<file path="src/design/bpc_pkg.sv">
// package: constants and types for the branch pipeline control block
package bpc_pkg;
   // ==========================================================
   // widths and sizes
   localparam int PC_W = 24;
   localparam int STACK_DEPTH = 30;

   // ==========================================================
   // return address offsets from the branch instruction
   localparam logic [PC_W-1:0] RET_IMM_OFS = 24'h00_0001;
   localparam logic [PC_W-1:0] RET_DLY_OFS = 24'h00_0003;

   // ==========================================================
   // reset values
   localparam logic [PC_W-1:0] PC_RST = 24'h00_0000;

   // ==========================================================
   // branch kinds as decoded
   typedef enum logic [1:0] {
      BK_JUMP = 2'h0,
      BK_CALL = 2'h1,
      BK_RTS  = 2'h2,
      BK_RTI  = 2'h3
   } bpc_kind_t;

   // ==========================================================
   // branch phase, named by pipeline cycle, gray coded
   typedef enum logic [1:0] {
      ST_IDLE = 2'h0,
      ST_C2   = 2'h1,
      ST_C3   = 2'h3,
      ST_C4   = 2'h2
   } bpc_state_t;
endpackage

</file>
<file path="src/design/bpc_branch_ctrl.sv">
// branch pipeline control: squash, redirect, stack and atomic window
`timescale 1ns/10ps
`default_nettype none
module bpc_branch_ctrl #(
   parameter int PC_W = bpc_pkg::PC_W,
   parameter int DEPTH = bpc_pkg::STACK_DEPTH,
   parameter int PW = $clog2(DEPTH + 1)
) (
   // clock and reset
   input wire logic clock,
   input wire logic resetn,
   // instruction in decode stage
   input wire logic dec_valid,
   input wire logic dec_branch,
   input wire bpc_pkg::bpc_kind_t dec_kind,
   input wire logic delayed_branch_modifier,
   input wire logic dec_conditional,
   input wire logic dec_cond_true,
   input wire logic [PC_W-1:0] dec_pc,
   input wire logic [PC_W-1:0] dec_target,
   input wire logic dec_idle,
   // explicit stack access from execute
   input wire logic sw_push,
   input wire logic sw_pop,
   input wire logic [PC_W-1:0] sw_push_data,
   input wire logic sw_top_wr,
   input wire logic [PC_W-1:0] sw_top_data,
   // interrupt latch side
   input wire logic irq_pending,
   output logic irq_allow_q,
   output logic rti_clear_q,
   // fetch and pipeline steering
   output logic fetch_redirect_q,
   output logic [PC_W-1:0] fetch_target_q,
   output logic kill_decode_q,
   output logic core_idle_q,
   // stack state
   output logic [PC_W-1:0] pc_stack_top,
   output logic [PW-1:0] pc_stack_pointer,
   output logic pc_stack_empty
);
   bpc_pkg::bpc_state_t state_q;
   bpc_pkg::bpc_kind_t kind_q;
   logic delayed_q;
   logic cond_taken_q;
   logic [PC_W-1:0] pc_q;
   logic [1:0] kill_sched_q;
   logic live;
   logic in_slot1;
   logic excl_nop;
   logic accept;
   logic accept_imm;
   logic stk_push;
   logic stk_pop;
   logic [PC_W-1:0] ret_addr;

   function automatic logic is_return(bpc_pkg::bpc_kind_t k);
      return (k == bpc_pkg::BK_RTS) || (k == bpc_pkg::BK_RTI);
   endfunction

   // ==========================================================
   // branch acceptance
   // a killed decode slot carries a nop and must not branch
   assign live = dec_valid && !kill_decode_q;
   assign in_slot1 = (state_q == bpc_pkg::ST_C2) && delayed_q;
   // second exclusive conditional jump after a taken one is dropped
   assign excl_nop = in_slot1 && cond_taken_q && dec_conditional;
   // only a delayed jump is honoured in the first slot of a delayed
   // jump; anything else there is left to the tools to reject
   assign accept = live && dec_branch && dec_cond_true && !excl_nop &&
      ((state_q == bpc_pkg::ST_IDLE) ||
       (in_slot1 && kind_q == bpc_pkg::BK_JUMP &&
        dec_kind == bpc_pkg::BK_JUMP && delayed_branch_modifier));
   assign accept_imm = accept && !delayed_branch_modifier;

   // ==========================================================
   // phase tracking
   always_ff @(posedge clock or negedge resetn) begin
      if (!resetn) begin
         state_q <= bpc_pkg::ST_IDLE;
      end else if (accept) begin
         state_q <= bpc_pkg::ST_C2;
      end else begin
         unique case (state_q)
            bpc_pkg::ST_IDLE: state_q <= bpc_pkg::ST_IDLE;
            bpc_pkg::ST_C2: state_q <= bpc_pkg::ST_C3;
            bpc_pkg::ST_C3: state_q <= bpc_pkg::ST_C4;
            bpc_pkg::ST_C4: state_q <= bpc_pkg::ST_IDLE;
         endcase
      end
   end

   always_ff @(posedge clock or negedge resetn) begin
      if (!resetn) begin
         kind_q <= bpc_pkg::BK_JUMP;
         delayed_q <= 1'b0;
         cond_taken_q <= 1'b0;
         pc_q <= bpc_pkg::PC_RST;
      end else if (accept) begin
         kind_q <= dec_kind;
         delayed_q <= delayed_branch_modifier;
         cond_taken_q <= dec_conditional;
         pc_q <= dec_pc;
      end
   end

   // ==========================================================
   // squash schedule: immediate kills cycles 2..4, delayed only 4
   always_ff @(posedge clock or negedge resetn) begin
      if (!resetn) begin
         kill_decode_q <= 1'b0;
         kill_sched_q <= 2'h0;
      end else begin
         kill_decode_q <= accept_imm || kill_sched_q[0];
         kill_sched_q[0] <= kill_sched_q[1] || accept_imm;
         kill_sched_q[1] <= accept;
      end
   end

   // ==========================================================
   // fetch redirect; returns take the stack top as target
   always_ff @(posedge clock or negedge resetn) begin
      if (!resetn) begin
         fetch_redirect_q <= 1'b0;
         fetch_target_q <= bpc_pkg::PC_RST;
      end else begin
         fetch_redirect_q <= accept;
         if (accept) begin
            fetch_target_q <= is_return(dec_kind) ? pc_stack_top : dec_target;
         end
      end
   end

   // ==========================================================
   // stack operations of the branch land in cycle 3
   assign stk_push = (state_q == bpc_pkg::ST_C2) &&
      (kind_q == bpc_pkg::BK_CALL);
   assign stk_pop = (state_q == bpc_pkg::ST_C2) && is_return(kind_q);
   assign ret_addr = pc_q + (delayed_q ? bpc_pkg::RET_DLY_OFS :
      bpc_pkg::RET_IMM_OFS);

   // branch push and pop take the stack port; a colliding explicit push or pop
   // is lost, which only illegal slot code can provoke; a top write during a call's push replaces its return address
   // visible from cycle 3 on, so slot reads see it early
   bpc_pc_stack #(
      .DEPTH(DEPTH),
      .W(PC_W),
      .PW(PW)
   ) u_stack (
      .clock(clock),
      .resetn(resetn),
      .push(stk_push || (sw_push && !stk_pop)),
      .pop(stk_pop || (sw_pop && !stk_push)),
      .push_data(stk_push ? ret_addr : sw_push_data),
      .wr_en(sw_top_wr),
      .wr_data(sw_top_data),
      .top_q(pc_stack_top),
      .ptr_q(pc_stack_pointer),
      .empty_q(pc_stack_empty)
   );

   always_ff @(posedge clock or negedge resetn) begin
      if (!resetn) begin
         rti_clear_q <= 1'b0;
      end else begin
         rti_clear_q <= stk_pop && (kind_q == bpc_pkg::BK_RTI);
      end
   end

   // ==========================================================
   // interrupt gate: shut from the branch through both slots
   always_ff @(posedge clock or negedge resetn) begin
      if (!resetn) begin
         irq_allow_q <= 1'b1;
      end else begin
         irq_allow_q <= !accept && (state_q == bpc_pkg::ST_IDLE ||
            state_q == bpc_pkg::ST_C4);
      end
   end

   // ==========================================================
   // idle: only an interrupt that may be serviced wakes the core
   always_ff @(posedge clock or negedge resetn) begin
      if (!resetn) begin
         core_idle_q <= 1'b0;
      end else if (core_idle_q) begin
         core_idle_q <= !(irq_pending && irq_allow_q);
      end else begin
         core_idle_q <= live && dec_idle;
      end
   end
endmodule
`default_nettype wire

</file>
<file path="src/design/bpc_pc_stack.sv">
// program-counter stack with push, pop and top overwrite
`timescale 1ns/10ps
`default_nettype none
module bpc_pc_stack #(
   parameter int DEPTH = bpc_pkg::STACK_DEPTH,
   parameter int W = bpc_pkg::PC_W,
   parameter int PW = $clog2(DEPTH + 1)
) (
   // clock and reset
   input wire logic clock,
   input wire logic resetn,
   // operations
   input wire logic push,
   input wire logic pop,
   input wire logic [W-1:0] push_data,
   input wire logic wr_en,
   input wire logic [W-1:0] wr_data,
   // state
   output logic [W-1:0] top_q,
   output logic [PW-1:0] ptr_q,
   output logic empty_q
);
   logic [W-1:0] mem [DEPTH];
   logic full;
   logic [W-1:0] push_val;

   assign full = (ptr_q == PW'(DEPTH));
   // a top write in the same cycle as a push wins over the pushed value
   assign push_val = wr_en ? wr_data : push_data;

   // ==========================================================
   // storage
   always_ff @(posedge clock) begin
      if (push && !full) begin
         mem[ptr_q] <= push_val;
      end else if (wr_en && !empty_q && !pop) begin
         mem[ptr_q - PW'(1)] <= wr_data;
      end
   end

   // ==========================================================
   // pointer, top copy and empty flag
   always_ff @(posedge clock or negedge resetn) begin
      if (!resetn) begin
         ptr_q <= '0;
         top_q <= bpc_pkg::PC_RST;
         empty_q <= 1'b1;
      end else if (push && !full) begin
         ptr_q <= ptr_q + PW'(1);
         top_q <= push_val;
         empty_q <= 1'b0;
      end else if (pop && !empty_q) begin
         ptr_q <= ptr_q - PW'(1);
         top_q <= (ptr_q > PW'(1)) ? mem[ptr_q - PW'(2)] : bpc_pkg::PC_RST;
         empty_q <= (ptr_q == PW'(1));
      end else if (wr_en && !empty_q) begin
         top_q <= wr_data;
      end
      // write into an empty stack without a push is dropped: nothing changes
   end
endmodule
`default_nettype wire

</file>
<file path="config.mk">
export PLATFORM = sky130hd
export DESIGN_NAME = bpc_branch_ctrl
export DESIGN_NICKNAME = d
export VERILOG_FILES = /design/src/design/bpc_pkg.sv /design/src/design/bpc_branch_ctrl.sv /design/src/design/bpc_pc_stack.sv
export SDC_FILE = /design/constraint.sdc
export NUM_CORES = 1
export LEC_CHECK = 0
export ABC_AREA = 1
export BUFFER_PORTS_ARGS = -buffer_cell sky130_fd_sc_hd__clkbuf_2
export CAP_MARGIN = 0
export CELL_PAD_IN_SITES_DETAIL_PLACEMENT = 0
export CELL_PAD_IN_SITES_GLOBAL_PLACEMENT = 1
export CORE_ASPECT_RATIO = 0.9
export CORE_UTILIZATION = 49
export CTS_CLUSTER_SIZE = 30
export DETAILED_ROUTE_END_ITERATION = 8
export PLACE_DENSITY = 0.76
export REMOVE_ABC_BUFFERS = 1
export SLEW_MARGIN = 20
export SYNTH_ARGS = -nofsm -noshare
export SYNTH_HDL_FRONTEND = slang
export SYNTH_SLANG_ARGS = --single-unit
export TNS_END_PERCENT = 10
</file>
<file path="constraint.sdc">
create_clock -name clock -period 4 [get_ports clock]
set_input_delay 0.8 -clock clock [delete_from_list [all_inputs] [get_ports clock]]
set_output_delay 0.8 -clock clock [all_outputs]
set_load 0.02 [all_outputs]
</file>
==> impl_metrics.env, run 1 <==
export IMPL_crit_path_max_fanout=204
export IMPL_vdd_ir_drop_max_v=0.0004177
export IMPL_synth_enable_flop_cells=720
export IMPL_dr_first_iter_drc_count=3101
export IMPL_cts_hold_fix_buffers=0
export IMPL_worst_r2r_endpoint="u_stack.mem[8][7]"
export IMPL_critical_path_max_stage_delay_ns=0.62
export IMPL_hold_path_class="input port to asynchronous set/reset pin"
export IMPL_wire_length_per_cell_after_detailed_routing_um=22.76
export IMPL_syn_cell_area_mm2=0.03462
export IMPL_number_of_primary_i_o_pins=169
export IMPL_p_leak_nw=14.32
export IMPL_port_buffer_count=168
export IMPL_fin_worst_hold_slack_ns=0.2876
export IMPL_clock_insertion_delay_worst_skew_ns=0.63
export IMPL_detailedPlacementHpwl_um=60800
export IMPL_initial_core_utilization=0.4947
export IMPL_tritoncts_num_buffers=84
export IMPL_die_outline_area_mm2=0.07173
export IMPL_timing_worst_setup_path_type="flip-flop to output pin"
export IMPL_drc_violations_left=0
export IMPL_outcome="finished, final reports clean"
export IMPL_post_synth_inst_count=3165
export IMPL_synth_cell_type_count=43
export IMPL_area_growth_pct=13.86
export IMPL_routed_via_count=24660
export IMPL_number_of_endpoints_failing_setup_at_the_final_stage=0
export IMPL_crit_start="u_stack.ptr_q[0]"
export IMPL_antenna_violating_nets_post_route=0
export IMPL_ff_latch_area_mm2=0.02388
export IMPL_gpl_final_weighted_congestion=0.9033
export IMPL_synth_top_flop_cell="sky130_fd_sc_hd__edfxtp_1"
export IMPL_fin_nets=3427
export IMPL_postSynthRegisterBits=810
export IMPL_worst_setup_path_end_kind="output pin"
export IMPL_tritoncts="done"
export IMPL_critPathArrivalTime_ns=2.70
export IMPL_layout_common_cells="720 x sky130_fd_sc_hd__edfxtp_1, 636 x sky130_fd_sc_hd__nor2_1, 498 x sky130_fd_sc_hd__nand2_1, 353 x sky130_fd_sc_hd__o21ai_0, 310 x sky130_fd_sc_hd__nand3_1"
export IMPL_antenna_cells=0
export IMPL_max_clock_freq_mhz=285.7
export IMPL_nFillCells=5935
export IMPL_final_common_cell="sky130_fd_sc_hd__edfxtp_1"
export IMPL_post_place_cells=4162
export IMPL_cp_num_buf_inv=3
export IMPL_vias_per_cell=5.712
export IMPL_r2r_setup_slack_ns=0.55
export IMPL_cp_required_ns=3.20
export IMPL_multiInputGateArea_mm2=0.009637
export IMPL_grt_total_usage=0.2732
export IMPL_rsz0062_at_grt="no"
export IMPL_slew_limit_headroom=0.3104
export IMPL_critPathSlowestCell="sky130_fd_sc_hd__buf_12"
export IMPL_cts_htree_levels=3
export IMPL_cts_sinks=810
export IMPL_grt_max_degree=205
export IMPL_detail_route_first_pass_iterations=8
export IMPL_total_number_of_placement_rows=92
export IMPL_via_count_of_the_first_global_routing_pass=23220
export IMPL_path_clk_slew_ns=0.07
export IMPL_layout_drive_gt1_share=0.1380
export IMPL_synthArstFlopShare=0.1111
export IMPL_crit_path_start_kind="flip-flop"
export IMPL_launch_point_of_the_worst_reg_to_reg_path="u_stack.ptr_q[2]"
export IMPL_largest_buffer_count_on_any_clock_path=3
export IMPL_final_period_utilization=0.8750
export IMPL_post_cts_resized=0
export IMPL_finClkSkew_ns=0.01895
export IMPL_die_width_um=282.2
export IMPL_logic_depth_of_the_worst_register_to_register_path=9
export IMPL_slew_violations=0
export IMPL_power_density_mw_per_mm2=495.0
export IMPL_synth_seq_area_share=0.6896
export IMPL_timing_worst_slew_pin_value_ns=1.034
export IMPL_global_route_overflow_total=0
export IMPL_maxCapViolations=0
export IMPL_layoutNonFillerInstCount=4318
export IMPL_cts_setup_buffers=0
export IMPL_post_synth_cell_area_avg_um2=10.94
export IMPL_cell_at_the_root_of_the_clock_tree="sky130_fd_sc_hd__clkbuf_16"
export IMPL_crit_chain="buf_4 > buf_12 > clkbuf_2"
export IMPL_grt_antenna_before_repair=2
export IMPL_cp_top_family="buffers and inverters"
export IMPL_grt_first_pass_wirelength_um=144900
export IMPL_number_of_failing_hold_endpoints_at_the_final_stage=0
export IMPL_period_minus_slack_ns=3.500
export IMPL_route_final_wire_length_um=98270
export IMPL_design_core_area_mm2=0.06999
export IMPL_ys_warnings_count=0
export IMPL_die_h_um=254.2
==> routing by layer <==
layer  GRT usage  part of all wire  vias up
li1            -                 -    11300
met1      0.4064              0.44    12180
met2      0.4175              0.46     1015
met3     0.04406             0.073      167
met4     0.07459             0.026        0
met5           0                 0        -
==> cells in the mapped netlist (5+ instances only) <==
| cell type | n | area share |
|---|---|---|
| sky130_fd_sc_hd__a21oi_1 | 33 | 0.0048 |
| sky130_fd_sc_hd__a31oi_1 | 24 | 0.0043 |
| sky130_fd_sc_hd__buf_1 | 14 | 0.0015 |
| sky130_fd_sc_hd__buf_2 | 67 | 0.0097 |
| sky130_fd_sc_hd__buf_4 | 37 | 0.0080 |
| sky130_fd_sc_hd__buf_6 | 6 | 0.0020 |
| sky130_fd_sc_hd__clkbuf_1 | 63 | 0.0068 |
| sky130_fd_sc_hd__dfrtp_1 | 88 | 0.064 |
| sky130_fd_sc_hd__edfxtp_1 | 720 | 0.62 |
| sky130_fd_sc_hd__ha_1 | 8 | 0.0029 |
| sky130_fd_sc_hd__inv_1 | 95 | 0.010 |
| sky130_fd_sc_hd__inv_2 | 13 | 0.0014 |
| sky130_fd_sc_hd__nand2_1 | 498 | 0.054 |
| sky130_fd_sc_hd__nand2_2 | 9 | 0.0016 |
| sky130_fd_sc_hd__nand3_1 | 310 | 0.045 |
| sky130_fd_sc_hd__nand3_2 | 5 | 0.0014 |
| sky130_fd_sc_hd__nand4_1 | 6 | 0.0011 |
| sky130_fd_sc_hd__nor2_1 | 666 | 0.072 |
| sky130_fd_sc_hd__nor2_2 | 6 | 0.0011 |
| sky130_fd_sc_hd__o211ai_1 | 66 | 0.014 |
| sky130_fd_sc_hd__o21ai_0 | 353 | 0.051 |
| sky130_fd_sc_hd__o21ai_1 | 12 | 0.0017 |
| sky130_fd_sc_hd__o21ai_2 | 5 | 0.0013 |
| sky130_fd_sc_hd__o21bai_1 | 10 | 0.0022 |
| sky130_fd_sc_hd__o22ai_1 | 7 | 0.0013 |
| sky130_fd_sc_hd__or2_2 | 8 | 0.0014 |
| sky130_fd_sc_hd__xor2_1 | 6 | 0.0015 |
==> flip-flops by register name, indices dropped and copies added (netlist names) <==
| register | count |
|---|---|
| fetch_target_q | 24 |
| state_q | 2 |
| cond_taken_q | 1 |
| core_idle_q | 1 |
| kill_sched_q | 1 |
| delayed_q | 1 |
| u_stack.mem | 720 |
| irq_allow_q | 1 |
| kind_q | 2 |
| u_stack.empty_q | 1 |
| u_stack.top_q | 24 |
| fetch_redirect_q | 1 |
| kill_decode_q | 1 |
| u_stack.ptr_q | 5 |
| pc_q | 24 |
| rti_clear_q | 1 |
==> worst max-delay path by stage <==
stage / slack, ns / cells after the start / end
final: 0.50 / 3 / pc_stack_pointer[0]
after global routing: 0.39 / 3 / pc_stack_pointer[0]
after CTS: 0.53 / 3 / pc_stack_pointer[0]
after detailed placement: 0.55 / 9 / u_stack.mem[18][20]
after global placement: 0.60 / 8 / u_stack.mem[18][5]
after floorplan: -10.63 / 9 / u_stack.mem[21][0]
==> report_power, final <==
part           total [mW]  switching, mW  internal, mW
Clock                7.73           3.30          4.43
Sequential           10.0          0.277          9.73
Combinational        1.78           1.29         0.495
Total                19.5           4.86          14.7
==> through the flow <==
stage	power, mW	util	instance area [um2]	setup slack (ns)	setup TNS [ns]
after floorplan	11.08	-	33650	-10.63	-7892.52
after global placement	11.89	0.5243	36700	0.5963	0
after detailed placement	11.94	0.5243	36700	0.5500	0
after CTS	19.59	0.5633	39420	0.5289	0
after global routing	20.12	0.5633	39420	0.3876	0
final	19.51	0.5633	39420	0.5002	0
==> worst reg2reg max path, stage by stage (launching register included) <==
cell,delay (ns)
sky130_fd_sc_hd__dfrtp_1,0.44
sky130_fd_sc_hd__inv_1,0.24
sky130_fd_sc_hd__ha_1,0.33
sky130_fd_sc_hd__a21boi_0,0.34
sky130_fd_sc_hd__xor2_1,0.16
sky130_fd_sc_hd__o21ai_2,0.33
sky130_fd_sc_hd__inv_2,0.08
sky130_fd_sc_hd__nor2_2,0.11
sky130_fd_sc_hd__nand2_1,0.27
sky130_fd_sc_hd__nor2_4,0.76
==> cells by family (layout without fill, tap and decap cells) <==
logic type,after synthesis,after routing,synth area share
XOR/XNOR,11,11,0.003216
AND/OR/NAND/NOR,1521,1521,0.1815
AO/OA/AOI/OAI,515,515,0.08203
flip-flops,810,810,0.6896
buffers and inverters,299,512,0.04026
adder cells (fa/ha/maj),9,9,0.003469
==> area by class of cell <==
cell class	instances	area share
multi-input cells	2056	0.2444
clock buffers	94	0.05586
clock inverters	62	0.01330
well taps	940	0.02983
inverters	112	0.01108
repair buffers	244	0.03967
flip-flops and latches	810	0.6058
No activity file was read; power rests on OpenSTA's default activity.
==> run 2: changes to the inputs <==
==> constraint.sdc (replaced) <==
create_clock -name clock -period 4 [get_ports clock]
set_input_delay 0.2 -clock clock [delete_from_list [all_inputs] [get_ports clock]]
set_output_delay 0.2 -clock clock [all_outputs]
set_load 0.02 [all_outputs]
==> run 2 against run 1 <==
Effect of this change: final cell count is 1.2% higher; power is 0.60% lower; first-iteration DRC count is 13% lower; clock skew is 0.0065 ns higher; via count is 0.14% higher; largest power group unchanged.
==> impl_metrics.env, run 2 (synthesis results as in run 1) <==
export IMPL_flip_flop_count_of_the_largest_register_after_layout=720
export IMPL_outcome="finished, final reports clean"
export IMPL_switching_power_mw=4.792
export IMPL_initial_core_utilization=0.4947
export IMPL_r2r_setup_slack_ns=0.42
export IMPL_route_final_wire_length_um=98430
export IMPL_cts_htree_levels=3
export IMPL_die_width_um=282.2
export IMPL_wire_length_per_cell_after_detailed_routing_um=22.53
export IMPL_cp_required_ns=4.30
export IMPL_number_of_endpoints_failing_setup_at_the_final_stage=0
export IMPL_largest_buffer_count_on_any_clock_path=3
export IMPL_clockPowerShare=0.390
export IMPL_fin_nets=3480
export IMPL_layout_common_cells="720 x sky130_fd_sc_hd__edfxtp_1, 636 x sky130_fd_sc_hd__nor2_1, 498 x sky130_fd_sc_hd__nand2_1, 353 x sky130_fd_sc_hd__o21ai_0, 310 x sky130_fd_sc_hd__nand3_1"
export IMPL_timing_worst_setup_path_type="flip-flop to flip-flop"
export IMPL_via_count_of_the_first_global_routing_pass=23510
export IMPL_die_h_um=254.2
export IMPL_maxUsedRoutingLayer="met5"
export IMPL_worst_setup_path_end_kind="flip-flop"
export IMPL_design_core_area_mm2=0.06999
export IMPL_grt_first_pass_wirelength_um=145600
export IMPL_wl_met1_um=43370
export IMPL_tritoncts_num_buffers=84
export IMPL_grt_antenna_before_repair=2
export IMPL_antenna_violating_nets_post_route=0
export IMPL_multiInputGateArea_mm2=0.009637
export IMPL_timing_worst_slew_pin_value_ns=1.059
export IMPL_ff_latch_area_mm2=0.02388
export IMPL_dr_first_iter_drc_count=2689
export IMPL_worst_r2r_endpoint="u_stack.mem[20][10]"
export IMPL_post_cts_resized=0
export IMPL_detailedPlacementHpwl_um=59970
export IMPL_drc_violations_left=0
export IMPL_max_clock_freq_mhz=279.0
export IMPL_grt_total_usage=0.2741
export IMPL_grt_max_degree=198
export IMPL_seq_power_share=0.516
export IMPL_finClkSkew_ns=0.02542
export IMPL_vdd_ir_drop_max_v=0.0003868
export IMPL_gpl_final_weighted_congestion=0.8899
export IMPL_detail_route_first_pass_iterations=6
export IMPL_vias_per_cell=5.653
export IMPL_slew_violations=0
export IMPL_maxCapViolations=0
export IMPL_routed_via_count=24700
export IMPL_final_setup_worst_slack_ns=0.4159
export IMPL_gate_power_share=0.094
export IMPL_critPathArrivalTime_ns=3.89
export IMPL_total_number_of_placement_rows=92
export IMPL_number_of_primary_i_o_pins=169
export IMPL_logic_depth_of_the_worst_register_to_register_path=9
export IMPL_power_density_mw_per_mm2=486.6
export IMPL_slew_limit_headroom=0.2942
export IMPL_fin_worst_hold_slack_ns=0.02747
export IMPL_global_route_overflow_total=0
export IMPL_largest_register="u_stack.mem"
export IMPL_hp_start="sw_top_data[0]"
export IMPL_cell_at_the_root_of_the_clock_tree="sky130_fd_sc_hd__clkbuf_16"
export IMPL_timing_hold_worst_path_depth=5
export IMPL_met2RoutedLength_um=45320
export IMPL_period_minus_slack_ns=3.584
export IMPL_layoutNonFillerInstCount=4369
export IMPL_final_common_cell="sky130_fd_sc_hd__edfxtp_1"
export IMPL_layout_drive_gt1_share=0.1290
export IMPL_met3_length_um=6841
export IMPL_swShare=0.2471
export IMPL_p_leak_nw=14.49
export IMPL_crit_path_start_kind="flip-flop"
export IMPL_clock_insertion_delay_worst_skew_ns=0.64
export IMPL_nFillCells=5885
export IMPL_die_outline_area_mm2=0.07173
export IMPL_tns_ns=0
export IMPL_dp_slack_ns=0.4327
export IMPL_area_growth_pct=15.12
export IMPL_cts_sinks=810
export IMPL_hold_path_class="input port to flip-flop"
export IMPL_crit_path_max_fanout=44
export IMPL_rsz0062_at_grt="no"
export IMPL_worstHoldEndpoint="u_stack.top_q[0]"
export IMPL_port_buffer_count=168
export IMPL_path_clk_slew_ns=0.06
export IMPL_fin_total_pwr_mw=19.40
export IMPL_tritoncts="done"
export IMPL_internal_power_mw=14.60
export IMPL_launch_point_of_the_worst_reg_to_reg_path="u_stack.ptr_q[0]"
export IMPL_final_period_utilization=0.8960
export IMPL_number_of_failing_hold_endpoints_at_the_final_stage=0
export IMPL_post_place_cells=4150
## run 2: critical path: stages (launching register included)
cell and delay, ns:
sky130_fd_sc_hd__dfrtp_4 0.61, sky130_fd_sc_hd__inv_8 0.24, sky130_fd_sc_hd__ha_1 0.24, sky130_fd_sc_hd__nand3_4 0.10
sky130_fd_sc_hd__nand2_2 0.10, sky130_fd_sc_hd__nand3_2 0.16, sky130_fd_sc_hd__xor2_1 0.33, sky130_fd_sc_hd__nand3_2 0.49
sky130_fd_sc_hd__nor2_4 0.63, sky130_fd_sc_hd__buf_4 0.34
## run 2: cell type report
class,instances,area share
Antenna cell,3,0.0001883
Inverter,112,0.01095
Tap cell,940,0.02951
Clock inverter,42,0.009228
Timing Repair Buffer,297,0.05204
Sequential cell,810,0.5992
Clock buffer,109,0.05716
Multi-Input combinational cell,2056,0.2418
## run 2: worst max-delay path by stage
stage                          start                   to  slack, ns  depth (start not counted)
floorplan           u_stack.ptr_q[0]   u_stack.mem[21][0]     -10.63                          9
global placement    u_stack.ptr_q[0]  u_stack.mem[20][20]       0.45                          9
detailed placement  u_stack.ptr_q[0]  u_stack.mem[20][21]       0.43                          9
CTS                 u_stack.ptr_q[0]  u_stack.mem[20][21]       0.42                          9
global route        u_stack.ptr_q[0]  u_stack.mem[20][10]       0.23                          9
finish              u_stack.ptr_q[0]  u_stack.mem[20][10]       0.42                          9
## run 2: repair_timing
action	in CTS	in global routing
endpoints found under the hold margin	118	0
setup buffers	0	0
setup endpoints to repair	0	0
hold buffers	65	0
## run 2: per-stage QoR
step	area, um2	util
after floorplan	33650	-
after global placement	36560	0.5223
after detailed placement	36560	0.5223
after CTS	39850	0.5694
after global routing	39860	0.5695
final	39860	0.5695
## run 2: power by group through the flow
stage	Clock, mW	Combinational (mW)	Sequential [mW]
2_1_floorplan	0	0.788	10.3
3_3_place_gp	0	1.72	10.2
3_5_place_dp	0	1.75	10.2
4_1_cts	7.66	1.81	10.0
5_1_grt	7.96	1.99	10.0
6_report	7.56	1.82	10.0
## run 2: routing by layer
metal,track usage,vias up
li1,-,11400
met1,0.3977,12190
met2,0.4177,941
met3,0.04929,164
met4,0.09405,2
met5,0,-
